$ cat config.mk
export PLATFORM = sky130hd
export DESIGN_NAME = pmcc_top
export DESIGN_NICKNAME = d
export VERILOG_FILES = /design/src/design/pmcc_pkg.sv /design/src/design/pmcc_sample_if.sv /design/src/design/pmcc_encoder.sv /design/src/design/pmcc_start_clock.sv /design/src/design/pmcc_top.sv
export SDC_FILE = /design/constraint.sdc
export NUM_CORES = 1
export LEC_CHECK = 0
export BUFFER_PORTS_ARGS = -buffer_cell sky130_fd_sc_hd__clkbuf_2
export CELL_PAD_IN_SITES_DETAIL_PLACEMENT = 1
export CELL_PAD_IN_SITES_GLOBAL_PLACEMENT = 2
export CORE_ASPECT_RATIO = 0.7
export CORE_MARGIN = 3
export CORE_UTILIZATION = 33
export DETAILED_ROUTE_END_ITERATION = 8
export PLACE_DENSITY = 0.74
export SLEW_MARGIN = 20
export SYNTH_ARGS = -nofsm -noshare
export SYNTH_HDL_FRONTEND = slang
export SYNTH_SLANG_ARGS = --single-unit
$ cat constraint.sdc
create_clock -name core_clk -period 9.2 [get_ports core_clk]
set_clock_uncertainty 0.2 [all_clocks]
set_input_delay 0.46 -clock core_clk [delete_from_list [all_inputs] [get_ports core_clk]]
set_output_delay 0.46 -clock core_clk [all_outputs]
set_load 0.005 [all_outputs]
$ cat src/design/pmcc_pkg.sv
/*
 Package for the panel meter conversion control: register offsets,
 field positions, reset values, timing constants and state types.
 Assumes a 10 MHz core clock.
*/
package pmcc_pkg;
    // Core clock
    localparam int unsigned CLK_HZ          = 10_000_000;
    // Data valid delay after conversion end, in microseconds
    localparam int unsigned VALID_DLY_US    = 500;
    localparam int unsigned VALID_DLY_CYC   = VALID_DLY_US * (CLK_HZ / 1_000_000);
    // Least external start pulse width, in nanoseconds
    localparam int unsigned START_MIN_NS    = 100;
    localparam int unsigned START_MIN_CYC   =
        (START_MIN_NS * (CLK_HZ / 1_000_000) + 999) / 1000;
    // Internal start clock rate, pulses per second
    localparam int unsigned INT_START_HZ    = 2;
    localparam int unsigned INT_START_CYC   = CLK_HZ / INT_START_HZ;
    // Internal start pulse length in cycles
    localparam int unsigned INT_PULSE_CYC   = 4;
    // Overload blink half period, 4 Hz blink
    localparam int unsigned BLINK_HALF_CYC  = CLK_HZ / 8;
    // Default conversion length, cycles
    localparam int unsigned CONV_CYC        = 1_000_000;

    // Count limits
    localparam logic [16:0] CNT_10000 = 17'h02710;
    localparam logic [16:0] CNT_19999 = 17'h04e1f;
    localparam logic [16:0] CNT_39999 = 17'h09c3f;

    // Register byte offsets
    localparam logic [3:0] OFS_CTRL   = 4'h0;
    localparam logic [3:0] OFS_STAT   = 4'h4;
    localparam logic [3:0] OFS_RESULT = 4'h8;
    localparam logic [3:0] OFS_IRQ_ST = 4'hc;
    // Second page
    localparam logic [4:0] OFS_IRQ_CLR = 5'h10;
    localparam logic [4:0] OFS_IRQ_EN  = 5'h14;
    localparam logic [4:0] OFS_SAMPLE  = 5'h18;

    // Control fields
    localparam int unsigned CTRL_GATE   = 0;
    localparam int unsigned CTRL_RANGE  = 1;
    localparam int unsigned CTRL_START  = 2;
    localparam int unsigned CTRL_DP_LSB = 4;
    localparam logic [7:0]  CTRL_RST    = 8'h00;

    // Interrupt bits
    localparam int unsigned IRQ_DONE  = 0;
    localparam int unsigned IRQ_VALID = 1;
    localparam int unsigned IRQ_OVL   = 2;
    localparam int unsigned IRQ_W     = 3;

    localparam logic [31:0] BUS_UNMAPPED = 32'hdeadbeef;

    typedef enum logic [1:0]
    {
        PMCC_IDLE    = 2'b00,
        PMCC_CONVERT = 2'b01,
        PMCC_SETTLE  = 2'b11
    } pmcc_state_t;
endpackage

$ cat src/design/pmcc_sample_if.sv
/*
 Interface carrying a finished sample from the converter front to
 the result encoder. Assumes one clock, core_clk.
*/
`timescale 1ns/1ps
interface pmcc_sample_if;
    logic [16:0] count;
    logic        positive;
    logic        range4;
    logic [15:0] bcd;
    logic [1:0]  lead;
    logic        overrange;
    logic        overload;

    modport src
    (
        output count,
        output positive,
        output range4,
        input  bcd,
        input  lead,
        input  overrange,
        input  overload
    );
    modport enc
    (
        input  count,
        input  positive,
        input  range4,
        output bcd,
        output lead,
        output overrange,
        output overload
    );
endinterface

$ cat src/design/pmcc_encoder.sv
/*
 Combinational result encoder: binary count to four BCD digits,
 leading digit code, overrange and overload flags.
 Assumes counts below 131072.
*/
`timescale 1ns/1ps
module pmcc_encoder
    import pmcc_pkg::*;
(
    // Sample link
    pmcc_sample_if.enc s
);
    logic [16:0] rem;
    logic [2:0]  lead_dig;
    logic [15:0] low4;
    logic        over1;
    logic        over4;

    // Leading digit, then four digits by repeated divide
    assign lead_dig = 3'(s.count / 17'd10000);
    assign rem      = s.count % 17'd10000;
    assign low4[3:0]   = 4'(rem % 17'd10);
    assign low4[7:4]   = 4'((rem / 17'd10) % 17'd10);
    assign low4[11:8]  = 4'((rem / 17'd100) % 17'd10);
    assign low4[15:12] = 4'(rem / 17'd1000);
    assign over1 = s.count > CNT_19999;
    assign over4 = s.count > CNT_39999;

    assign s.bcd = low4;
    assign s.lead = (s.range4 && !over4) ? lead_dig[1:0] : 2'b00;
    assign s.overrange = !s.range4 && !over1
                         && s.count >= CNT_10000;
    assign s.overload = s.range4 ? over4 : over1;
endmodule

$ cat src/design/pmcc_start_clock.sv
/*
 Internal start clock: gated divider giving short positive start
 pulses at two per second. Assumes a 10 MHz core clock.
*/
`timescale 1ns/1ps
module pmcc_start_clock
    import pmcc_pkg::*;
#(
    parameter int unsigned PERIOD_CYC = INT_START_CYC
)
(
    // Clock and reset
    input  wire logic core_clk,
    input  wire logic rst,
    // Control
    input  wire logic gate,
    // Pulse out
    output logic      pulse
);
    logic [31:0] div_ff;
    logic [31:0] nxt_div;
    logic        wrap;

    assign wrap    = div_ff == 32'(PERIOD_CYC - 1);
    // Stopped gate clears the phase, so restart begins with a pulse
    assign nxt_div = !gate ? '0 : (wrap ? '0 : div_ff + 32'd1);
    assign pulse   = gate && div_ff < 32'(INT_PULSE_CYC);

    always_ff @(posedge core_clk or posedge rst)
    begin
        if (rst)
            div_ff <= '0;
        else
            div_ff <= nxt_div;
    end
endmodule

$ cat src/design/pmcc_top.sv
/*
 Panel meter conversion control top: start sequencing, result
 latching, overload blink, Avalon-MM register slave and interrupt.
 Assumes synchronous inputs on core_clk; count comes from the
 dual-slope counter as a binary value with its polarity.
*/
// Chosen here: the Avalon-MM register port and the placing of the registers.
// Contract
// - Result is sixteen parallel BCD lines, 8-4-2-1, positive true.
// - Low range: overrange high for 10000..19999, overload low.
// - High range: leading digit 1..3 as two-bit binary, overload low.
// - Polarity high for positive input, low for negative.
// - Low range: overload high above 19999, low otherwise.
// - High range: overload high above 39999, low otherwise.
// - Conversion-active high through conversion; outputs invalid.
// - Data valid 500 us after conversion-active falls.
// - Conversion begins at the falling edge of the start pulse.
// - Internal start clock runs while gate high, stops when low; with the CTRL_GATE bit set it keeps running while start_gate is low.
// - Internal start clock gives two pulses per second.
// - Overload blinks centre bars of sign and four low digits.
// - Decimal point lit when its select input is grounded.
`timescale 1ns/1ps
module pmcc_top
    import pmcc_pkg::*;
#(
    parameter int unsigned VALID_CYC  = VALID_DLY_CYC,
    parameter int unsigned PERIOD_CYC = INT_START_CYC,
    parameter int unsigned BLINK_CYC  = BLINK_HALF_CYC
)
(
    // Clock and reset
    input  wire logic        core_clk,
    input  wire logic        rst,
    // Start control
    input  wire logic        ext_start,
    input  wire logic        start_gate,
    output logic             int_start_out,
    // Counter front end
    input  wire logic [16:0] meas_count,
    input  wire logic        meas_positive,
    input  wire logic        meas_done,
    // Decimal point selects, active low
    input  wire logic [3:0]  dp_sel_n,
    // Results
    output logic [15:0]      bcd_out,
    output logic [1:0]       lead_out,
    output logic             overrange_out,
    output logic             overload_out,
    output logic             polarity_out,
    output logic             conv_active,
    output logic             data_valid,
    // Display control
    output logic [4:0]       center_bar,
    output logic [3:0]       dp_lit,
    // Avalon-MM slave
    input  wire logic [4:0]  avs_address,
    input  wire logic        avs_read,
    input  wire logic        avs_write,
    input  wire logic [31:0] avs_writedata,
    output logic [31:0]      avs_readdata,
    output logic             avs_waitrequest,
    // Interrupt
    output logic             irq
);
    pmcc_sample_if smp();

    pmcc_state_t       state_ff;
    pmcc_state_t       nxt_state;
    logic              ext_q_ff;
    logic              int_q_ff;
    logic [31:0]       settle_ff;
    logic [16:0]       cnt_ff;
    logic              pos_ff;
    logic [15:0]       bcd_ff;
    logic [1:0]        lead_ff;
    logic              ovr_ff;
    logic              ovl_ff;
    logic              pol_ff;
    logic              valid_ff;
    logic [31:0]       blink_cnt_ff;
    logic              blink_ff;
    logic [7:0]        ctrl_ff;
    logic [IRQ_W-1:0]  irq_st_ff;
    logic [IRQ_W-1:0]  irq_en_ff;
    logic              ack_ff;
    logic [31:0]       rdata_ff;

    logic              int_pulse;
    logic              gate_run;
    logic              ext_fall;
    logic              int_fall;
    logic              sw_start;
    logic              start_req;
    logic              start_take;
    logic              settle_end;
    logic              blink_wrap;
    logic              bus_req;
    logic              wr_acc;
    logic              rd_acc;
    logic [IRQ_W-1:0]  irq_ev;
    logic [IRQ_W-1:0]  irq_clr;
    logic [31:0]       rd_mux;

    // Internal start clock
    assign gate_run = start_gate | ctrl_ff[CTRL_GATE];
    pmcc_start_clock #(.PERIOD_CYC(PERIOD_CYC)) u_sclk
    (
        .core_clk (core_clk),
        .rst      (rst),
        .gate     (gate_run),
        .pulse    (int_pulse)
    );
    assign int_start_out = int_pulse;

    // Start detection on falling edges of ext_start and int_pulse, or a CTRL_START write
    assign ext_fall  = ext_q_ff && !ext_start;
    assign int_fall  = int_q_ff && !int_pulse;
    assign sw_start  = wr_acc && avs_address == {1'b0, OFS_CTRL}
                       && avs_writedata[CTRL_START];
    assign start_req = ext_fall | int_fall | sw_start;
    // A request mid-conversion is dropped, not queued
    assign start_take = start_req && state_ff != PMCC_CONVERT;

    always_ff @(posedge core_clk or posedge rst)
    begin
        if (rst)
        begin
            ext_q_ff <= 1'b0;
            int_q_ff <= 1'b0;
        end
        else
        begin
            ext_q_ff <= ext_start;
            int_q_ff <= int_pulse;
        end
    end

    // Conversion sequencer
    assign settle_end = state_ff == PMCC_SETTLE
                        && settle_ff == 32'(VALID_CYC - 1);
    always_comb
    begin
        nxt_state = state_ff;
        case (state_ff)
            PMCC_IDLE:    if (start_take) nxt_state = PMCC_CONVERT;
            PMCC_CONVERT: if (meas_done) nxt_state = PMCC_SETTLE;
            PMCC_SETTLE:
                if (start_take) nxt_state = PMCC_CONVERT;
                else if (settle_end) nxt_state = PMCC_IDLE;
            default:      nxt_state = PMCC_IDLE;
        endcase
    end

    always_ff @(posedge core_clk or posedge rst)
    begin
        if (rst)
        begin
            state_ff  <= PMCC_IDLE;
            settle_ff <= '0;
        end
        else
        begin
            state_ff  <= nxt_state;
            settle_ff <= state_ff == PMCC_SETTLE ? settle_ff + 32'd1 : '0;
        end
    end
    assign conv_active = state_ff == PMCC_CONVERT;

    // Sample capture at the end of conversion
    always_ff @(posedge core_clk or posedge rst)
    begin
        if (rst)
        begin
            cnt_ff <= '0;
            pos_ff <= 1'b0;
        end
        else if (state_ff == PMCC_CONVERT && meas_done)
        begin
            cnt_ff <= meas_count;
            pos_ff <= meas_positive;
        end
    end

    assign smp.count    = cnt_ff;
    assign smp.positive = pos_ff;
    assign smp.range4   = ctrl_ff[CTRL_RANGE];
    pmcc_encoder u_enc
    (
        .s (smp.enc)
    );

    // Output latch: loads at data valid, holds through the next conversion
    always_ff @(posedge core_clk or posedge rst)
    begin
        if (rst)
        begin
            bcd_ff   <= '0;
            lead_ff  <= '0;
            ovr_ff   <= 1'b0;
            ovl_ff   <= 1'b0;
            pol_ff   <= 1'b0;
            valid_ff <= 1'b0;
        end
        else if (start_take)
            valid_ff <= 1'b0;
        else if (settle_end)
        begin
            bcd_ff   <= smp.bcd;
            lead_ff  <= smp.lead;
            ovr_ff   <= smp.overrange;
            ovl_ff   <= smp.overload;
            pol_ff   <= smp.positive;
            valid_ff <= 1'b1;
        end
    end
    assign bcd_out       = bcd_ff;
    assign lead_out      = lead_ff;
    assign overrange_out = ovr_ff;
    assign overload_out  = ovl_ff;
    assign polarity_out  = pol_ff;
    assign data_valid    = valid_ff;

    // Overload blink of centre bars
    assign blink_wrap = blink_cnt_ff == 32'(BLINK_CYC - 1);
    always_ff @(posedge core_clk or posedge rst)
    begin
        if (rst)
        begin
            blink_cnt_ff <= '0;
            blink_ff     <= 1'b0;
        end
        else
        begin
            blink_cnt_ff <= blink_wrap ? '0 : blink_cnt_ff + 32'd1;
            blink_ff     <= blink_wrap ? !blink_ff : blink_ff;
        end
    end
    assign center_bar = (ovl_ff && blink_ff) ? 5'h1f : 5'h00;
    assign dp_lit     = ~dp_sel_n | ctrl_ff[CTRL_DP_LSB +: 4];

    // Avalon-MM slave, one wait state on each access
    assign bus_req = (avs_read | avs_write) && !ack_ff;
    assign wr_acc  = avs_write && ack_ff;
    assign rd_acc  = avs_read && ack_ff;
    assign avs_waitrequest = (avs_read | avs_write) && !ack_ff;

    assign rd_mux =
        avs_address == {1'b0, OFS_CTRL}   ? {24'h000000, ctrl_ff} :
        avs_address == {1'b0, OFS_STAT}   ?
            {28'h0000000, valid_ff, state_ff, conv_active} :
        avs_address == {1'b0, OFS_RESULT} ?
            {9'h000, pol_ff, ovl_ff, ovr_ff, lead_ff, 2'b00, bcd_ff} :
        avs_address == {1'b0, OFS_IRQ_ST} ? 32'(irq_st_ff) :
        avs_address == OFS_IRQ_CLR        ? 32'h00000000 :
        avs_address == OFS_IRQ_EN         ? 32'(irq_en_ff) :
        avs_address == OFS_SAMPLE         ?
            {14'h0000, pos_ff, cnt_ff} : BUS_UNMAPPED;

    // Interrupt events, set wins over clear
    assign irq_ev[IRQ_DONE]  = state_ff == PMCC_CONVERT && meas_done;
    assign irq_ev[IRQ_VALID] = settle_end && !start_take;
    assign irq_ev[IRQ_OVL]   = settle_end && !start_take && smp.overload;
    assign irq_clr = (wr_acc && avs_address == OFS_IRQ_CLR)
                     ? avs_writedata[IRQ_W-1:0] : '0;
    assign irq = |(irq_st_ff & irq_en_ff);

    always_ff @(posedge core_clk or posedge rst)
    begin
        if (rst)
        begin
            ack_ff    <= 1'b0;
            rdata_ff  <= '0;
            ctrl_ff   <= CTRL_RST;
            irq_st_ff <= '0;
            irq_en_ff <= '0;
        end
        else
        begin
            ack_ff    <= bus_req;
            rdata_ff  <= bus_req ? rd_mux : rdata_ff;
            irq_st_ff <= (irq_st_ff & ~irq_clr) | irq_ev;
            if (wr_acc && avs_address == {1'b0, OFS_CTRL})
                ctrl_ff <= {avs_writedata[7:3], 1'b0, avs_writedata[1:0]};
            if (wr_acc && avs_address == OFS_IRQ_EN)
                irq_en_ff <= avs_writedata[IRQ_W-1:0];
        end
    end
    assign avs_readdata = rd_acc ? rdata_ff : 32'h00000000;

    // BCD and overload outputs hold steady while data is valid
    a_hold_result: assert property (
        @(posedge core_clk) disable iff (rst)
        valid_ff && $past(valid_ff) |-> $stable(bcd_ff) && $stable(ovl_ff))
        else $error("result changed while valid");

    // Valid rises exactly after the settle delay
    a_valid_delay: assert property (
        @(posedge core_clk) disable iff (rst)
        $rose(valid_ff) |-> $past(settle_ff) == 32'(VALID_CYC - 1))
        else $error("data valid early");

    // Falling trigger edge starts conversion next cycle
    a_ext_start: assert property (
        @(posedge core_clk) disable iff (rst)
        ext_fall && state_ff == PMCC_IDLE |=> conv_active)
        else $error("falling start edge missed");

    // Busy ignores new starts
    a_busy_ignore: assert property (
        @(posedge core_clk) disable iff (rst)
        conv_active && !meas_done |=> conv_active && !valid_ff)
        else $error("start taken while busy");

    a_conv_end: assert property (
        @(posedge core_clk) disable iff (rst)
        conv_active && meas_done |=> !conv_active)
        else $error("conversion not ended");

    // Valid never high in conversion
    a_busy_invalid: assert property (
        @(posedge core_clk) disable iff (rst)
        conv_active |-> !valid_ff)
        else $error("valid during conversion");

    // Overrange and overload exclusive, low range only
    a_ovr_range: assert property (
        @(posedge core_clk) disable iff (rst)
        $rose(valid_ff) && overrange_out |->
            !overload_out && !$past(ctrl_ff[CTRL_RANGE]))
        else $error("overrange with overload");

    // Overload matches count limit of the range
    a_ovl_limit: assert property (
        @(posedge core_clk) disable iff (rst)
        $rose(valid_ff) |-> ovl_ff == ($past(ctrl_ff[CTRL_RANGE]) ?
            cnt_ff > CNT_39999 : cnt_ff > CNT_19999))
        else $error("overload flag wrong");

    // Blink only under overload
    a_blink_ovl: assert property (
        @(posedge core_clk) disable iff (rst)
        center_bar != 5'h00 |-> ovl_ff)
        else $error("blink without overload");

    // Stopped start clock gives no pulse
    a_gate_stop: assert property (
        @(posedge core_clk) disable iff (rst)
        !gate_run |-> !int_start_out)
        else $error("start pulse while gated off");
endmodule

==> impl_results.md <==
* Ports at ~130
* Row count at between 60 and 70
* Setup crit end kind: flop
* Vias per Instance at approximately 5.8
* Via Count at roughly 14k
* Final Hold Slack at -0.0157 ns
* Slowest cell on crit path: dfrtp_2
* Area contributors post-synth: dfrtp_1 32%, nand2_1 4.9%, nor2_1 4.5%, xnor2_1 4.4%, nand3_1 3.5%
* Worst-path fanout max at 8
* Gr ovfl total at 0
* Mapped Area at ~14,000 µm²
* Residual DRC at 0
* Worst flop-to-flop path startpoint: cnt_ff[7]$_DFFE_PP0P_
* CTS max path bufs at 2
* Fin nets at around 1.9k
* PnR worst setup slack at around 0.37 ns
* Final hold violation count at 11
* Fmax at 113 MHz
* Cell with the most instances after synthesis: nand2_1
* Area share of the largest cell type after synthesis at 0.317
* Core box area at 41,700 µm²
* Post-synth EDFFs at 0
* Sequential-to-total area share from yosys stat at 0.317
* Pre-CTS WS at -0.205 ns
* Multi-input gate area at 9620 µm²
* Die Height at about 180 µm
* Final slew viol count at 0
* GP Congestion at 0.878
* Drt initial violations at around 950
* Final ANT Viol Nets at 0
* # H-tree levels at 4
* Ratio of cells with drive above 1 in the final layout at 0.250
* Hold Crit Class: in -> async
* Status: complete, but fails checks
* WL per Instance at approximately 22 µm
* Max incr delay on CP at 0.47 ns
* Initial Utilization at 0.339
* CP arrival at between 8 and 9 ns
* Syn Inst Count at ~1.7k
* CP startpoint: cnt_ff[7]$_DFFE_PP0P_
* Fin Setup TNS at 0 ns
* Ys flop type: dfrtp_1
* Worst Setup Start Kind: flop
* Synth area leader: dfrtp_1
* Syn. warnings at 0
* Worst-Skew Late Latency at around 0.45 ns
* Worst reg2reg path depth at 35
* Slew headroom at 0.356
* Area grow syn2layout at 19.8%
* Reg area at around 4500 µm²
* HPWL Detailed at ~38,000 µm
* Netlist cell types at around 130
* Die area at 45,400 µm²
* RSZ-0062 raised after global routing: true
* R2r endpoint: bcd_out[7]$_DFFE_PP0P_
* CTS tree: done
* Die Wd at about 250 µm
* TritonCTS Buffers at 17
* CP required at about 9.3 ns
* Routed WL at between 50,000 and 60,000 µm
* Post-synth top cells: 185 x nand2_1, 179 x dfrtp_1, 168 x nor2_1
* Initial antenna violation count at 0
* Number of buffers inserted by port buffering at 106
* Asr flop ratio synth at 1.00
* Clock transition at path regs at around 0.07 ns
* Max Cap Violations at 0
* Iteration count of the initial detailed-routing pass at 5
* Setup Viol. Count Final at 0
* Clock sinks at between 150 and 200
* Worst reg2reg setup slack at roughly 0.37 ns
* Global Route Usage Sum at 0.224
* Mean post-synth cell area at 8.42 µm²
* First-pass GRT wire length at 80,000 µm
* Fin crit share at 0.959
* Post-route minimum period at roughly 8.8 ns
* Worst slew pin tran at between 0.9 and 1 ns
* ANT cells at 0
* Critical Path End: bcd_out[7]$_DFFE_PP0P_
* Root Buffer: clkbuf_16
* Violated checks: negative hold slack
* #FFs+latches synth at about 180
* Kind of critical path: reg -> reg
* Worst path most repeated cell: buf_4
* Layout fillers at a little under 5k
* Number of global-route vias before repair at 13.6k
* Largest net degree at the start of global routing at roughly 110
state kept, by name, indices dropped and copies added, names as in the netlist:
| name | cells |
|---|---|
| u_sclk.div_ff | 32 |
| blink_ff | 1 |
| ctrl_ff | 7 |
| bcd_out | 16 |
| ack_ff | 1 |
| overrange_out | 1 |
| irq_st_ff | 3 |
| blink_cnt_ff | 32 |
| state_ff | 2 |
| irq_en_ff | 3 |
| settle_ff | 32 |
| ext_q_ff | 1 |
| cnt_ff | 17 |
| overload_out | 1 |
| polarity_out | 1 |
| data_valid | 1 |
| int_q_ff | 1 |
| rdata_ff | 24 |
| lead_out | 2 |
| pos_ff | 1 |
cell usage in the layout (no fill, tap or decap), drive strengths merged, types with 19 or more instances in the layout:
master	instances
xnor2	74
nor3	40
dfrtp	179
o21ai	103
buf	115
or3	19
a31oi	23
nor2	172
a21oi	63
clkbuf	128
nor4	31
nand4	37
mux2	36
nand2	188
mux2i	19
o211ai	20
and2	19
nand3	101
xor2	56
o31ai	21
and3	51
inv	33
through the flow:
step | cell area [µm²] | hold slack (ns) | std cells | util
2_1_floorplan | 14100 | 0.230 | 1680 | -
3_3_place_gp | 15500 | 0.242 | 2300 | 0.372
3_5_place_dp | 15500 | 0.248 | 2300 | 0.372
4_1_cts | 16200 | 0.00624 | 2334 | 0.389
5_1_grt | 16900 | 0.0259 | 2367 | 0.406
6_report | 16900 | -0.0157 | 2367 | 0.406
cells by family after synthesis:
kind of cell,count (synthesis),share of synthesized area
buffers and inverters,144,0.0452
AOI/OAI and AO/OA,435,0.242
and+or+nand+nor,718,0.255
xor gates and xnor gates,130,0.0822
muxes,53,0.0434
DFF,179,0.317
adders and majority gates,19,0.0158
other,1,0.000265
how the worst min path moves through the flow:
stage / from / slack, ns / to / depth (start not counted)
after floorplan: rdata_ff[16]$_DFFE_PP0P_ / 0.23 / rdata_ff[16]$_DFFE_PP0P_ / 2
after global placement: rdata_ff[18]$_DFFE_PP0P_ / 0.24 / rdata_ff[18]$_DFFE_PP0P_ / 2
after detailed placement: rdata_ff[18]$_DFFE_PP0P_ / 0.25 / rdata_ff[18]$_DFFE_PP0P_ / 2
after CTS: rst / 0.006 / u_sclk.div_ff[24]$_DFF_PP0_ / 2
after global routing: rst / 0.03 / u_sclk.div_ff[23]$_DFF_PP0_ / 2
final: rst / -0.02 / u_sclk.div_ff[23]$_DFF_PP0_ / 2
routing by layer:
metal | global-route usage | wire length [µm]
met5 | 0 | 0
met4 | 0.0540 | 969
met3 | 0.0334 | 2550
met2 | 0.328 | 21700
met1 | 0.342 | 26200
final cells by class:
cell class | count | share of cell area
multi-input cells | 1360 | 0.568
flip-flops and latches | 179 | 0.265
repair buffers | 222 | 0.0842
well taps | 544 | 0.0402
clock buffers | 22 | 0.0286
inverters | 30 | 0.00709
clock inverters | 10 | 0.00702
critical path, delay by kind of cell, from the launching register on:
family,cells,cell delay (ns)
AOI/OAI and AO/OA,14,3.64
xor gates and xnor gates,4,0.75
adders and majority gates,2,0.48
buffers and inverters,4,0.67
muxes,2,0.49
DFF,1,0.47
and+or+nand+nor,9,2.03
what timing repair did:
| item | in CTS | in global routing |
|---|---|---|
| cloned | 0 | 3 |
| resized for setup | 19 | 86 |
| pin swaps | 0 | 29 |
| hold buffers | 1 | 0 |
| setup endpoints to repair | 6 | 6 |
| endpoints found under the hold margin | 1 | 0 |
| setup buffers | 1 | 30 |
Power is left out: the tool's default activity adds up to more than one toggle a clock period on the data nets, which glitch-free logic cannot reach.
